<file path="src/verilog/sac_pkg.sv">
// Shared constants and types for the successive-approximation converter control.
// Assumes an 8-bit register port on the bus clock and an analog core outside.
package sac_pkg;

  // ==========================================================================
  // Register offsets
  localparam logic [7:0] ADDR_SC = 8'h3c;
  localparam logic [7:0] ADDR_RESULT = 8'h3d;
  localparam logic [7:0] ADDR_CLK = 8'h3e;

  // ==========================================================================
  // Field positions
  localparam int SC_FLAG_BIT = 7;
  localparam int SC_IEN_BIT = 6;
  localparam int SC_CONT_BIT = 5;
  localparam int CLK_DIV_LSB = 5;

  // ==========================================================================
  // Channel codes
  localparam logic [4:0] CHAN_EXT_LAST = 5'h03;
  localparam logic [4:0] CHAN_RESERVED = 5'h1b;
  localparam logic [4:0] CHAN_VREF_HI = 5'h1d;
  localparam logic [4:0] CHAN_VREF_LO = 5'h1e;
  localparam logic [4:0] CHAN_OFF = 5'h1f;

  // ==========================================================================
  // Timing and reset values
  localparam int CONV_CYCLES = 16;
  localparam logic [3:0] CONV_LAST = 4'hf;
  localparam logic [7:0] SAR_FIRST_TRIAL = 8'h80;
  localparam logic [2:0] DIV_RESET = 3'h0;
  localparam logic [3:0] DIV_MAX_LIMIT = 4'hf;

  // Status and control register image
  typedef struct packed {
    logic complete_flag;
    logic ien;
    logic cont;
    logic [4:0] channel_field;
  } sac_sc_t;

  localparam sac_sc_t SC_RESET = '{complete_flag: 1'b0, ien: 1'b0, cont: 1'b0, channel_field: CHAN_OFF};

  // Port A view shared with the port logic
  typedef struct packed {
    logic [5:0] latch;
    logic [5:0] ddr;
    logic [5:0] pin;
  } sac_port_t;

  typedef enum logic {SAC_IDLE, SAC_CONV} sac_state_t;

  // Channel code to port A pin mask (pins 0, 1, 4, 5)
  function automatic logic [5:0] chan_mask(input logic [4:0] code);
    logic [5:0] m;
    m = 6'h00;
    unique case (code)
      5'h00: m = 6'h01;
      5'h01: m = 6'h02;
      5'h02: m = 6'h10;
      5'h03: m = 6'h20;
      default: m = 6'h00;
    endcase
    return m;
  endfunction

endpackage

</file>
<file path="src/verilog/sac_control.sv">
// Control logic of an 8-bit, four-channel successive-approximation converter.
// Assumes a byte register port on the bus clock, an outside DAC and comparator,
// and port A logic that applies the override and read masks given here.
`timescale 1ns/1ps
module sac_control (
  // Clock and reset
  input wire logic clk,
  input wire logic rst,
  // Register port
  input wire logic [7:0] reg_addr,
  input wire logic [7:0] reg_wdata,
  input wire logic reg_wr,
  input wire logic reg_rd,
  output logic [7:0] reg_rdata,
  // Low-power modes
  input wire logic wait_mode,
  input wire logic stop_mode,
  // Analog core
  input wire logic comp_high,
  output logic [7:0] dac_code,
  output logic [4:0] mux_select,
  output logic analog_power_down,
  // Port A override
  input wire sac_pkg::sac_port_t port_a,
  output logic [5:0] pin_force_input,
  output logic [5:0] port_dir_eff,
  output logic [5:0] port_read,
  // Interrupt request
  output logic conv_irq
);

  // ==========================================================================
  // Declarations
  sac_pkg::sac_sc_t conv_status_control;
  logic [2:0] prescaler_field;
  logic [7:0] adc_result;
  sac_pkg::sac_state_t state;
  logic sc_wr;
  logic res_rd;
  logic clk_wr;
  logic restart;
  logic tick;
  logic step;
  logic done;
  logic [3:0] phase;
  logic [7:0] sar_trial;
  logic [7:0] sar_result;
  logic powered_off;
  logic [5:0] sel_mask;
  logic [7:0] next_rdata;
  logic [4:0] tick_count;

  // ==========================================================================
  // Register decode
  assign sc_wr = reg_wr && (reg_addr == sac_pkg::ADDR_SC);
  assign clk_wr = reg_wr && (reg_addr == sac_pkg::ADDR_CLK);
  assign res_rd = reg_rd && (reg_addr == sac_pkg::ADDR_RESULT);
  assign powered_off = (conv_status_control.channel_field == sac_pkg::CHAN_OFF);

  // restart on control write
  // Stop also holds both counters so a resumed conversion starts clean
  assign restart = sc_wr || stop_mode;

  // wait mode does not gate stepping
  assign step = tick && (state == sac_pkg::SAC_CONV) && !stop_mode && !powered_off;

  // ==========================================================================
  // Submodules
  sac_prescaler u_prescaler (
    .clk(clk),
    .rst(rst),
    .restart(restart),
    .div_sel(prescaler_field),
    .tick(tick)
  );

  sac_sar u_sar (
    .clk(clk),
    .rst(rst),
    .start(restart),
    .step(step),
    .comp_high(comp_high),
    .trial(sar_trial),
    .phase(phase),
    .done(done),
    .result(sar_result)
  );

  // ==========================================================================
  // Control register and completion flag
  // One process owns the whole register image, so the flag and the
  // written fields never end up with two drivers
  // reset values
  // flag set beats the read clear
  always_ff @(posedge clk) begin
    if (rst) begin
      conv_status_control <= sac_pkg::SC_RESET;
    end else begin
      if (sc_wr) begin
        conv_status_control.ien <= reg_wdata[sac_pkg::SC_IEN_BIT];
        conv_status_control.cont <= reg_wdata[sac_pkg::SC_CONT_BIT];
        conv_status_control.channel_field <= reg_wdata[4:0];
      end
      if (done && !conv_status_control.ien) begin
        conv_status_control.complete_flag <= 1'b1;
      end else if (res_rd || (sc_wr && reg_wdata[sac_pkg::SC_IEN_BIT])) begin
        conv_status_control.complete_flag <= 1'b0;
      end
    end
  end

  // Clock select register
  always_ff @(posedge clk) begin
    if (rst) begin
      prescaler_field <= sac_pkg::DIV_RESET;
    end else if (clk_wr) begin
      prescaler_field <= reg_wdata[sac_pkg::CLK_DIV_LSB +: 3];
    end
  end

  // ==========================================================================
  // Sequencer
  // arm on control write
  always_ff @(posedge clk) begin
    if (rst) begin
      state <= sac_pkg::SAC_IDLE;
    end else if (sc_wr) begin
      state <= (reg_wdata[4:0] == sac_pkg::CHAN_OFF) ? sac_pkg::SAC_IDLE : sac_pkg::SAC_CONV;
    end else if (done && !conv_status_control.cont) begin
      state <= sac_pkg::SAC_IDLE;
    end
  end

  // unused codes still convert, value meaningless
  always_ff @(posedge clk) begin
    if (rst) begin
      adc_result <= 8'h00;
    end else if (done) begin
      adc_result <= sar_result;
    end
  end

  // ==========================================================================
  // Interrupt request
  // request set and drop
  always_ff @(posedge clk) begin
    if (rst) begin
      conv_irq <= 1'b0;
    end else if (done && conv_status_control.ien) begin
      conv_irq <= 1'b1;
    end else if (res_rd || sc_wr) begin
      conv_irq <= 1'b0;
    end
  end

  // ==========================================================================
  // Read path
  // flag masked under interrupt mode
  always_comb begin
    next_rdata = 8'h00;
    if (reg_rd) begin
      unique case (reg_addr)
        sac_pkg::ADDR_SC: begin
          next_rdata = {conv_status_control.complete_flag && !conv_status_control.ien,
                        conv_status_control.ien, conv_status_control.cont, conv_status_control.channel_field};
        end
        sac_pkg::ADDR_RESULT: begin
          next_rdata = adc_result;
        end
        sac_pkg::ADDR_CLK: begin
          next_rdata = {prescaler_field, 5'h00};
        end
        default: begin
          next_rdata = 8'h00;
        end
      endcase
    end
  end

  // Read data valid only in the cycle after the strobe
  always_ff @(posedge clk) begin
    if (rst) begin
      reg_rdata <= 8'h00;
    end else begin
      reg_rdata <= next_rdata;
    end
  end

  // ==========================================================================
  // Analog side
  // channel code passed to mux
  always_ff @(posedge clk) begin
    if (rst) begin
      mux_select <= sac_pkg::CHAN_OFF;
      analog_power_down <= 1'b1;
      dac_code <= sac_pkg::SAR_FIRST_TRIAL;
    end else begin
      mux_select <= conv_status_control.channel_field;
      analog_power_down <= powered_off || stop_mode;
      dac_code <= sar_trial;
    end
  end

  // ==========================================================================
  // Port A override
  // external channel to pin map
  assign sel_mask = sac_pkg::chan_mask(conv_status_control.channel_field);

  // selected pin read value
  // Registered so the port sees a glitch-free override, at one cycle of lag
  always_ff @(posedge clk) begin
    if (rst) begin
      pin_force_input <= 6'h00;
      port_dir_eff <= 6'h00;
      port_read <= 6'h00;
    end else begin
      pin_force_input <= sel_mask;
      port_dir_eff <= port_a.ddr & ~sel_mask;
      port_read <= (sel_mask & port_a.ddr & port_a.latch)
                 | (~sel_mask & ((port_a.ddr & port_a.latch) | (~port_a.ddr & port_a.pin)));
    end
  end

  // ==========================================================================
  // Checks
  // Divided clocks seen since the conversion started
  always_ff @(posedge clk) begin
    if (rst || restart || done) begin
      tick_count <= 5'h00;
    end else if (step) begin
      tick_count <= tick_count + 5'h01;
    end
  end
endmodule // sac_control

</file>
<file path="src/verilog/sac_prescaler.sv">
// Converter clock prescaler: emits a one-cycle tick per divided clock period.
// Assumes restart is a synchronous pulse or level from the control logic.
`timescale 1ns/1ps
module sac_prescaler (
  // Clock and reset
  input wire logic clk,
  input wire logic rst,
  // Control
  input wire logic restart,
  input wire logic [2:0] div_sel,
  // Divided clock event
  output logic tick
);

  logic [3:0] count;
  logic [3:0] limit;
  logic [4:0] since_tick;

  // ==========================================================================
  // Divide ratio
  // divide ratio decode
  always_comb begin
    if (div_sel[2]) begin
      limit = sac_pkg::DIV_MAX_LIMIT;
    end else begin
      limit = 4'((5'h01 << div_sel[1:0]) - 5'h01);
    end
  end

  // Phase counter; restart realigns the divided clock to a register write
  always_ff @(posedge clk) begin
    if (rst || restart) begin
      count <= 4'h0;
    end else if (count >= limit) begin
      count <= 4'h0;
    end else begin
      count <= count + 4'h1;
    end
  end

  assign tick = !restart && (count >= limit);

  // Cycles since the last tick or restart; a counter instead of a long repetition
  always_ff @(posedge clk) begin
    if (rst || restart || tick) begin
      since_tick <= 5'h00;
    end else if (since_tick != 5'h1f) begin
      since_tick <= since_tick + 5'h01;
    end
  end
endmodule // sac_prescaler

</file>
<file path="src/verilog/sac_sar.sv">
// Successive-approximation sequencer: two converter clocks per result bit.
// Assumes an external DAC and comparator; comp_high is 1 when input >= trial.
`timescale 1ns/1ps
module sac_sar (
  // Clock and reset
  input wire logic clk,
  input wire logic rst,
  // Sequencing
  input wire logic start,
  input wire logic step,
  input wire logic comp_high,
  // Outputs
  output logic [7:0] trial,
  output logic [3:0] phase,
  output logic done,
  output logic [7:0] result
);

  logic [2:0] bit_idx;
  logic [7:0] kept;

  // ==========================================================================
  // Bit decision
  // Odd phases judge the current bit, even phases let the DAC settle
  always_comb begin
    bit_idx = 3'd7 - phase[3:1];
    kept = comp_high ? trial : (trial & ~(8'h01 << bit_idx));
  end

  always_ff @(posedge clk) begin
    if (rst || start) begin
      phase <= 4'h0;
      trial <= sac_pkg::SAR_FIRST_TRIAL;
    end else if (step) begin
      phase <= phase + 4'h1;
      if (phase == sac_pkg::CONV_LAST) begin
        trial <= sac_pkg::SAR_FIRST_TRIAL;
      end else if (phase[0]) begin
        trial <= kept | (8'h80 >> (4'(phase[3:1]) + 4'h1));
      end
    end
  end

  assign done = step && (phase == sac_pkg::CONV_LAST);
  assign result = kept;
endmodule // sac_sar
</file>
<file path="config.mk">
export PLATFORM = sky130hd
export DESIGN_NAME = sac_control
export DESIGN_NICKNAME = d
export VERILOG_FILES = /design/src/verilog/sac_pkg.sv /design/src/verilog/sac_control.sv /design/src/verilog/sac_prescaler.sv /design/src/verilog/sac_sar.sv
export SDC_FILE = /design/constraint.sdc
export NUM_CORES = 1
export LEC_CHECK = 0
export BUFFER_PORTS_ARGS = -buffer_cell sky130_fd_sc_hd__clkbuf_2
export CAP_MARGIN = 30
export CORE_MARGIN = 3
export CORE_UTILIZATION = 38
export DETAILED_ROUTE_END_ITERATION = 6
export PLACE_DENSITY_LB_ADDON = 0.3
export SLEW_MARGIN = 0
export SYNTH_ARGS = -nofsm -noshare
export SYNTH_HDL_FRONTEND = slang
export SYNTH_SLANG_ARGS = --single-unit
</file>
<file path="constraint.sdc">
create_clock -name clk -period 3 [get_ports clk]
set_clock_uncertainty 0.15 [all_clocks]
set_input_delay 0.45 -clock clk [delete_from_list [all_inputs] [get_ports clk]]
set_output_delay 0.45 -clock clk [all_outputs]
set_load 0.01 [all_outputs]
</file>
==> results.py, run 1 <==
metrics = {
    "setup_path": {
        "crit_chain": "or3_1 -> ha_1 -> nand2b_1 -> a2111oi_4 -> or2_2 -> nor3_1 -> a32o_1",
        "startpoint_type": "register",
        "slowest_stage": "a2111oi_4",
        "end_kind": "register",
        "slowest_delay_ns": 0.52,
        "cp.arrival_ns": 2.75,
        "crit_fanout": 13,
        "critical_path_class": "reg2reg",
        "required_ns": 3.08,
    },
    "clock_network": {
        "cts_resized": 0,
        "clk_pin_slew_ns": 0.08,
        "hold_buffers": 0,
        "root_buffer": "clkbuf_8",
        "cts-htree-levels": 3,
        "clock_sinks": 75,
        "post-cts-setup-buffers": 0,
        "cts_buffers": 9,
        "clk_path_buf_depth": 2,
        "cts_tree": "yes",
        "clock_latency_ns": 0.35,
    },
    "run_status": {
        "status": "finished, final reports clean",
    },
    "global_route": {
        "overflow": 0,
        "grt_antenna_before_repair": 0,
        "grt_start_max_net_pins": 30,
        "first_global_vias": 2501,
        "grt_pass1_wl_um": 11100,
        "grtUsageTotal_pct": 15.2,
    },
    "die": {
        "placementRows": 32,
        "die_area_um2": 9280,
        "die_y_um": 96.3,
        "core_um2": 7810,
        "start_util_pct": 39.7,
        "die_w_um": 96.3,
        "io_pins": 82,
    },
    "synthesis": {
        "yosysSeqAreaShare_pct": 48.4,
        "synth_area_per_cell_um2": 9.18,
        "syn-cell-area_um2": 3100,
        "ys_ff_latch": 75,
        "synth_edf_count": 0,
        "yosysTopAreaCell": "dfxtp_1",
        "synth_top_area_share_pct": 48.4,
        "ys.flop_type": "dfxtp_1",
        "synthArstFlopShare_pct": 0,
        "syn_inst": 338,
        "ys_warn_count": 0,
        "synth.distinct_cells": 49,
        "ys_top_cells_by_area": "dfxtp_1, a21oi_1, nor2_1, mux2i_1, nor2b_1",
    },
    "detailed_routing": {
        "wl_met2_um": 3300,
        "wl_met1_um": 3030,
        "first_iter_violations": 70,
        "viasPerCell": 5.12,
        "post-route-drc-count": 0,
        "finalWirelength_um": 6940,
        "met3WireLength_um": 481,
        "antenna_left": 0,
        "first_pass_iters": 4,
        "highest_layer": "met4",
        "post_drt_wl_per_cell_um": 13.4,
        "vias": 2658,
    },
    "final_layout": {
        "layout.nets": 459,
        "final_util_pct": 48.4,
        "drive_gt1_share_pct": 26.9,
        "area_growth_syn_to_layout_pct": 21.8,
        "antenna_cells": 0,
    },
    "timing": {
        "finalCriticalPeriod_ns": 2.67,
        "rsz0062_at_grt": "false",
        "worstMarginPinSlew_ns": 0.544,
        "post-route-period-util_pct": 88.9,
        "hold_viol_final": 0,
        "report.final.setup_viol": 0,
        "finalWorstSetupSlack_ns": 0.333,
        "final.setup.tns_ns": 0,
        "max_freq_mhz": 375,
        "drv_slew": 0,
        "maxSlewHeadroom_pct": 63.6,
    },
    "power_and_ir_drop": {
        "max-vdd-ir-drop_mv": 0.198,
        "cellPowerDensity_nw_per_um2": 522,
        "leakagePower_uw": 0.00150,
    },
    "placement": {
        "hpwlAfterDp_um": 5140,
        "place.gp.congestion": 0.780,
        "pre_cts_ws_ns": 0.313,
        "io_buffers": 78,
    },
    "job": {
        "max_cap_violations": 0,
    },
    "worst_hold_path": {
        "hold_class": "in2reg",
    },
}
[worst max-delay path: cells and delay by family, from the launching register on]
family / cells / cell delay [ns]
AND/OR/NAND/NOR: 4 / 1.03
AO/OA/AOI/OAI: 2 / 0.75
flip-flops: 1 / 0.34
adder cells (fa/ha/maj): 1 / 0.28
[layout make-up]
class	instances	area, µm²
clock buffers	12	155
clock inverters	4	72.6
fillers	756	4030
inverters	6	22.5
multi-input cells	237	1470
flip-flops and latches	75	1500
well taps	102	128
repair buffers	83	428
[per-stage QoR]
step                      hold slack (ns)  power [µW]  instance area [µm²]  cells
after floorplan                     0.280        1080                 3110    339
after global placement              0.298        1120                 3550    503
after detailed placement            0.312        1120                 3550    503
after CTS                           0.165        1990                 3780    519
after global routing                0.179        2040                 3780    519
final                               0.175        1970                 3780    519
[power by group]
group          internal, µW  switching, µW  total, µW  leakage, µW
Combinational          41.6           50.5       92.1     0.000784
Sequential             1000           2.61       1010     0.000608
Clock                   513            359        872     0.000113
[cells by family (layout without fill, tap and decap cells)]
family,after synthesis,in the layout,share of synthesized area [%]
AND/OR/NAND/NOR,147,147,25.6
flip-flops,75,75,48.4
AO/OA/AOI/OAI,66,66,14.1
buffers and inverters,27,105,4.28
multiplexers,14,14,4.52
adder cells (fa/ha/maj),6,6,2.42
XOR/XNOR,2,2,0.565
other,1,2,0.121
[sequential cells by signal (all words and copies together) (netlist names)]
name,flops
adc_result,8
analog_power_down,1
conv_irq,1
conv_status_control,8
dac_code,8
mux_select,5
pin_force_input,4
port_dir_eff,6
port_read,6
prescaler_field,3
reg_rdata,8
state,1
u_prescaler.count,4
u_sar.phase,4
u_sar.trial,8
[final timing paths]
path,start,endpoint,slack [ns],depth (start not counted)
worst max register to register,prescaler_field[0],u_sar.trial[1],0.33,7
worst min register to register,u_prescaler.count[0],u_prescaler.count[0],0.32,1
worst min-delay path,reg_wdata[1],conv_status_control[1],0.17,2
worst max-delay path,prescaler_field[0],u_sar.trial[1],0.33,7
[routing by layer]
layer	up-vias	global-route usage [%]
li1	1338	-
met1	1227	17.4
met2	79	26.7
met3	14	3.60
met4	0	7.01
met5	-	0
[synthesized netlist by cell type (2+ instances only)]
cell type and n:
o21ai_0 12, or2_1 2, nand2b_1 3, o41ai_1 2, buf_4 5, a21oi_1 30
nand3b_1 10, nor2_1 38, a211o_1 5, and3_1 2, dfxtp_1 75, mux2i_1 14
buf_2 3, nand2_1 16, or4_1 2, or2_2 8, and3b_1 3, or3_1 5
nor3_1 9, inv_1 6, o31ai_1 4, nor3b_1 3, nand4_1 8, nor2b_1 19
ha_1 6, nand3_1 14, clkbuf_1 10, a32o_1 3
[cell usage in the layout, fill, tap and decap left out, types with 5 or more instances in the layout]
cell and count:
a211o_1 5, a21oi_1 30, buf_4 5, clkbuf_2 78, clkbuf_8 11, dfxtp_1 75, ha_1 6, inv_1 6
mux2i_1 14, nand2_1 16, nand3_1 14, nand3b_1 10, nand4_1 8, nor2_1 38, nor2b_1 19, nor3_1 9
o21ai_0 12, or2_2 8, or3_1 5
No activity file was read; power rests on OpenSTA's default activity.
==> inputs of run 2 (changes only) <==
CORE_UTILIZATION = 30   (was 38)
==> run 2 against run 1 <==
Against the previous run: sequential power barely moved; clock power fell by 9.3%; flip-flop and latch count unchanged; worst setup slack improved by 0.030 ns; largest power group unchanged.
==> results.py, run 2 (synthesized netlist as in run 1, its figures left out) <==
metrics = {
    "setup_path": {
        "end_kind": "register",
        "r2r_cells": 7,
        "reg2reg_to": "u_sar.trial[0]",
        "startpoint_type": "register",
        "crit_chain": "or3_1 -> ha_1 -> nand2b_1 -> a2111oi_4 -> or2_2 -> nor3_1 -> a32o_1",
        "reg2reg_from": "prescaler_field[0]",
        "cp_num_buf_inv": 0,
        "slowest_delay_ns": 0.51,
        "cp.arrival_ns": 2.73,
        "critical_path_class": "reg2reg",
        "slowest_stage": "a2111oi_4",
        "rrSetupSlack_ns": 0.36,
        "required_ns": 3.10,
        "cp_top_family": "simple AND/OR/NAND/NOR gates",
        "crit_fanout": 13,
    },
    "placement": {
        "io_buffers": 78,
        "placed_cell_area_um2": 3600,
        "hpwlAfterDp_um": 5460,
        "place.gp.congestion": 0.842,
        "pre_cts_ws_ns": 0.363,
    },
    "global_route": {
        "grt_pass1_wl_um": 11600,
        "overflow": 0,
        "grt_start_max_net_pins": 25,
        "grt_antenna_before_repair": 0,
        "grtUsageTotal_pct": 12.7,
        "first_global_vias": 2372,
    },
    "final_layout": {
        "antenna_cells": 0,
        "nFillCells": 1028,
        "seq_area_um2": 1500,
        "multiInputGateArea_um2": 1470,
        "area_growth_syn_to_layout_pct": 22.5,
        "layout.nets": 460,
        "final_util_pct": 38.3,
        "final_common_cell": "clkbuf_2",
        "fin_area_um2": 3800,
        "final_cell_mix": "clkbuf_2, dfxtp_1, nor2_1",
        "drive_gt1_share_pct": 27.1,
    },
    "die": {
        "die_y_um": 108,
        "die_w_um": 108,
        "start_util_pct": 31.3,
        "placementRows": 36,
        "die_area_um2": 11600,
        "io_pins": 82,
        "core_um2": 9910,
    },
    "timing": {
        "max_freq_mhz": 379,
        "maxSlewHeadroom_pct": 60.9,
        "post-route-period-util_pct": 87.9,
        "worstMarginPinSlew_ns": 0.583,
        "rsz0062_at_grt": "false",
        "final.setup.tns_ns": 0,
        "hold_viol_final": 0,
        "finalCriticalPeriod_ns": 2.64,
        "drv_slew": 0,
        "report.final.setup_viol": 0,
        "finalWorstSetupSlack_ns": 0.363,
    },
    "detailed_routing": {
        "post_drt_wl_per_cell_um": 13.2,
        "vias": 2602,
        "antenna_left": 0,
        "post-route-drc-count": 0,
        "finalWirelength_um": 7270,
        "viasPerCell": 4.73,
        "first_iter_violations": 132,
        "first_pass_iters": 4,
    },
    "clock_network": {
        "cts_buffers": 9,
        "post-cts-setup-buffers": 0,
        "clk_path_buf_depth": 2,
        "hold_buffers": 0,
        "cts_resized": 0,
        "clock_latency_ns": 0.35,
        "clk_pin_slew_ns": 0.08,
        "cts-htree-levels": 3,
        "root_buffer": "clkbuf_8",
        "clock_sinks": 75,
        "cts_tree": "yes",
    },
    "worst_hold_path": {
        "hold_start": "reg_wdata[3]",
        "hold_class": "in2reg",
        "holdPathStages": 2,
        "holdPathEnd": "conv_status_control[3]",
    },
    "power_and_ir_drop": {
        "leakagePower_uw": 0.00149,
        "cellPowerDensity_nw_per_um2": 498,
        "max-vdd-ir-drop_mv": 0.200,
    },
    "run_status": {
        "status": "finished, final reports clean",
    },
    "job": {
        "max_cap_violations": 0,
    },
}
## run 2: changes by cell type in the layout (fill, tap and decap cells not counted), sizes merged
| cell | before | now |
|---|---|---|
| buf | 5 | 6 |
| bufinv | 2 | 1 |
| clkbuf | 90 | 89 |
| clkinvlp | 1 | 2 |
## run 2: worst register-to-register path, delay by kind of cell (launching register included)
family	cells	cell delay, ns
compound gates	2	0.75
fa+ha+maj	1	0.27
flops	1	0.35
simple gates	4	1.02
## run 2: worst max path at each step
stage / start / endpoint / slack, ns / depth (start not counted)
2_1_floorplan: prescaler_field[0] / conv_status_control[7] / 0.66 / 8
3_3_place_gp: prescaler_field[0] / u_sar.trial[0] / 0.40 / 7
3_5_place_dp: prescaler_field[0] / u_sar.trial[0] / 0.36 / 7
4_1_cts: prescaler_field[0] / u_sar.trial[0] / 0.35 / 7
5_1_grt: prescaler_field[0] / u_sar.trial[2] / 0.19 / 7
6_report: prescaler_field[0] / u_sar.trial[0] / 0.36 / 7
## run 2: through the flow
| stage | hold slack (ns) | std cells | power (µW) |
|---|---|---|---|
| 2_1_floorplan | 0.280 | 339 | 1080 |
| 3_3_place_gp | 0.299 | 535 | 1130 |
| 3_5_place_dp | 0.309 | 535 | 1130 |
| 4_1_cts | 0.168 | 550 | 1910 |
| 5_1_grt | 0.159 | 550 | 1970 |
| 6_report | 0.172 | 550 | 1890 |
## run 2: routing by layer
metal  GRT usage (%)  wire, µm  up-vias
met5               0         0        -
met4            5.41       104        0
met3            3.18       524       10
met2            20.8      3260       83
met1            15.7      3380     1176
li1                -         -     1333
## run 2: power by group
| group | internal (µW) | switching (µW) | leakage [µW] |
|---|---|---|---|
| combinational | 42.4 | 52.6 | 0.000789 |
| clock | 423 | 368 | 0.0000974 |
| sequential | 1000 | 2.73 | 0.000608 |
| total | 1470 | 423 | 0.00149 |
## run 2: layout make-up
class                   instances  area share [%]
clock buffers                  11            3.99
clock inverters                 4            1.32
inverters                       6           0.593
multi-input cells             237            38.7
flip-flops and latches         75            39.5
well taps                     133            4.38
repair buffers                 84            11.5
==> inputs of run 3 (changes only) <==
SYNTH_HIERARCHICAL = 1   (was unset)
==> run 3 against run 2 <==
Against the previous run: utilization is 0.58 points lower; via count increased by 0.35%; first-iteration DRC count fell by 11%; sequential share of layout area fell by 1.3 points; critical path depth is 3 higher; final area grew 3.5%; flip-flop and latch count unchanged; global-route usage down 0.35 points; clock power increased by 6.6%; combinational power rose by 14%; synthesized cell count increased by 0.89%; critical endpoint is now u_sar/trial[1].
==> results.py, run 3 <==
metrics = {
    "timing": {
        "whs_ns": 0.193,
        "maxSlewHeadroom_pct": 58.0,
        "rsz0062_at_grt": "false",
        "finalCriticalPeriod_ns": 2.60,
        "post-route-period-util_pct": 86.7,
        "report.final.setup_viol": 0,
        "drv_slew": 0,
        "hold_viol_final": 0,
        "max_freq_mhz": 384,
        "final.setup.tns_ns": 0,
        "worstMarginPinSlew_ns": 0.629,
    },
    "clock_network": {
        "clk_pin_slew_ns": 0.07,
        "root_buffer": "clkbuf_8",
        "cts_buffers": 9,
        "cts_resized": 0,
        "cts-htree-levels": 3,
        "cts_tree": "yes",
        "clock_sinks": 75,
        "clk_path_buf_depth": 2,
        "clock_latency_ns": 0.35,
        "post-cts-setup-buffers": 0,
        "hold_buffers": 0,
    },
    "power_and_ir_drop": {
        "leakagePower_uw": 0.00157,
        "cellPowerDensity_nw_per_um2": 498,
        "p_seq_share_pct": 51.4,
        "netSwitchingPower_uw": 422,
        "p_sw_share_pct": 21.5,
        "p_int_uw": 1540,
        "power_frac_clock_pct": 43.0,
        "max-vdd-ir-drop_mv": 0.214,
        "combPwrFrac_pct": 5.5,
        "finalPower_uw": 1960,
    },
    "detailed_routing": {
        "antenna_left": 0,
        "first_pass_iters": 4,
        "first_iter_violations": 117,
        "finalWirelength_um": 7240,
        "vias": 2611,
        "post_drt_wl_per_cell_um": 13.1,
        "viasPerCell": 4.70,
        "post-route-drc-count": 0,
    },
    "synthesis": {
        "ys_top_cells_by_area": "dfxtp_1, mux2i_1, nor2_1, nor2b_1, nand2b_1",
        "synth_top_area_share_pct": 46.3,
        "synth_edf_count": 0,
        "ys_ff_latch": 75,
        "syn-cell-area_um2": 3240,
        "ys.flop_type": "dfxtp_1",
        "synth_most_common_cell": "dfxtp_1",
        "yosysTopAreaCell": "dfxtp_1",
        "synth_commonest_cells": "dfxtp_1, nor2_1, mux2i_1, nand2_1, nor2b_1",
        "synth_area_per_cell_um2": 9.51,
        "synthArstFlopShare_pct": 0,
        "yosysSeqAreaShare_pct": 46.3,
        "syn_inst": 341,
        "ys_warn_count": 6,
        "synth.distinct_cells": 60,
    },
    "final_layout": {
        "antenna_cells": 0,
        "final_common_cell": "clkbuf_2",
        "layout.nets": 462,
        "drive_gt1_share_pct": 27.7,
        "area_growth_syn_to_layout_pct": 21.3,
        "final_util_pct": 37.8,
        "final_cell_mix": "clkbuf_2, dfxtp_1, nor2_1",
    },
    "placement": {
        "io_buffers": 78,
        "place.gp.congestion": 0.815,
        "hpwlAfterDp_um": 5360,
    },
    "global_route": {
        "first_global_vias": 2460,
        "grtUsageTotal_pct": 12.3,
        "grt_pass1_wl_um": 11600,
        "overflow": 0,
        "grt_start_max_net_pins": 30,
        "grt_antenna_before_repair": 0,
    },
    "die": {
        "die_y_um": 110,
        "die_area_um2": 12100,
        "io_pins": 82,
        "placementRows": 37,
        "start_util_pct": 31.1,
        "core_um2": 10400,
        "die_w_um": 110,
    },
    "run_status": {
        "status": "finished, final reports clean",
    },
    "setup_path": {
        "end_kind": "register",
        "critical_path_class": "reg2reg",
        "cp.arrival_ns": 2.73,
        "crit_fanout": 6,
        "startpoint_type": "register",
        "required_ns": 3.13,
    },
    "worst_hold_path": {
        "hold_class": "in2reg",
    },
    "job": {
        "max_cap_violations": 0,
    },
}
==> run 3: cells by family (layout without fill, tap and decap cells) <==
logic type | Yosys count | after routing | share of synthesized area (%)
buffers and inverters | 34 | 111 | 5.63
DFF | 75 | 75 | 46.3
muxes | 31 | 31 | 9.61
and+or+nand+nor | 142 | 142 | 23.9
xor gates and xnor gates | 5 | 5 | 1.35
other | 1 | 2 | 0.116
adders and majority gates | 6 | 6 | 2.32
AOI/OAI and AO/OA | 47 | 47 | 10.7
==> run 3: path summary, 6_finish.rpt <==
check	start	end	slack (ns)	depth (start not counted)
max	prescaler_field[0]	u_sar/trial[1]	0.40	10
min	port_a[17]	port_read[5]	0.19	3
max reg2reg	prescaler_field[0]	u_sar/trial[1]	0.40	10
min reg2reg	u_sar/trial[7]	dac_code[7]	0.33	1
==> run 3: critical path: stages, from the launching register on <==
cell	delay, ns
dfxtp_1	0.34
or3_1	0.37
ha_1	0.29
nor3b_2	0.05
o21ai_2	0.25
nor2b_1	0.16
and3_1	0.22
nand2_1	0.18
nor2_1	0.24
o221ai_1	0.16
o21ai_1	0.12
==> run 3: metrics by stage <==
stage | instance area [µm²] | setup slack (ns) | cells
finish | 3930 | 0.398 | 555
floorplan | 3250 | 0.293 | 342
global placement | 3720 | 0.408 | 540
detailed placement | 3720 | 0.405 | 540
global route | 3930 | 0.150 | 555
CTS | 3930 | 0.383 | 555
==> run 3: power by group through the flow <==
stage          Clock [µW]  Sequential (µW)  Combinational (µW)
2_1_floorplan           0             1040                52.6
3_3_place_gp            0             1030                 108
3_5_place_dp            0             1030                 109
4_1_cts               862             1010                 110
5_1_grt               908             1010                 122
6_report              843             1010                 108
==> run 3: final cells by class <==
type                       count  area, µm²
fill                        1084       6480
multi-input combinational    233       1560
sequential                    75       1500
timing repair buffer          85        443
tap                          136        170
clock buffer                  10        138
clock inverter                 5       77.6
inverter                      11       41.3
==> run 3: layer usage <==
layer	track usage, %	up-vias	routed length, µm
met5	0	-	0
met4	5.88	0	146
met3	3.23	10	418
met2	19.2	68	3330
met1	15.8	1212	3350
li1	-	1321	-
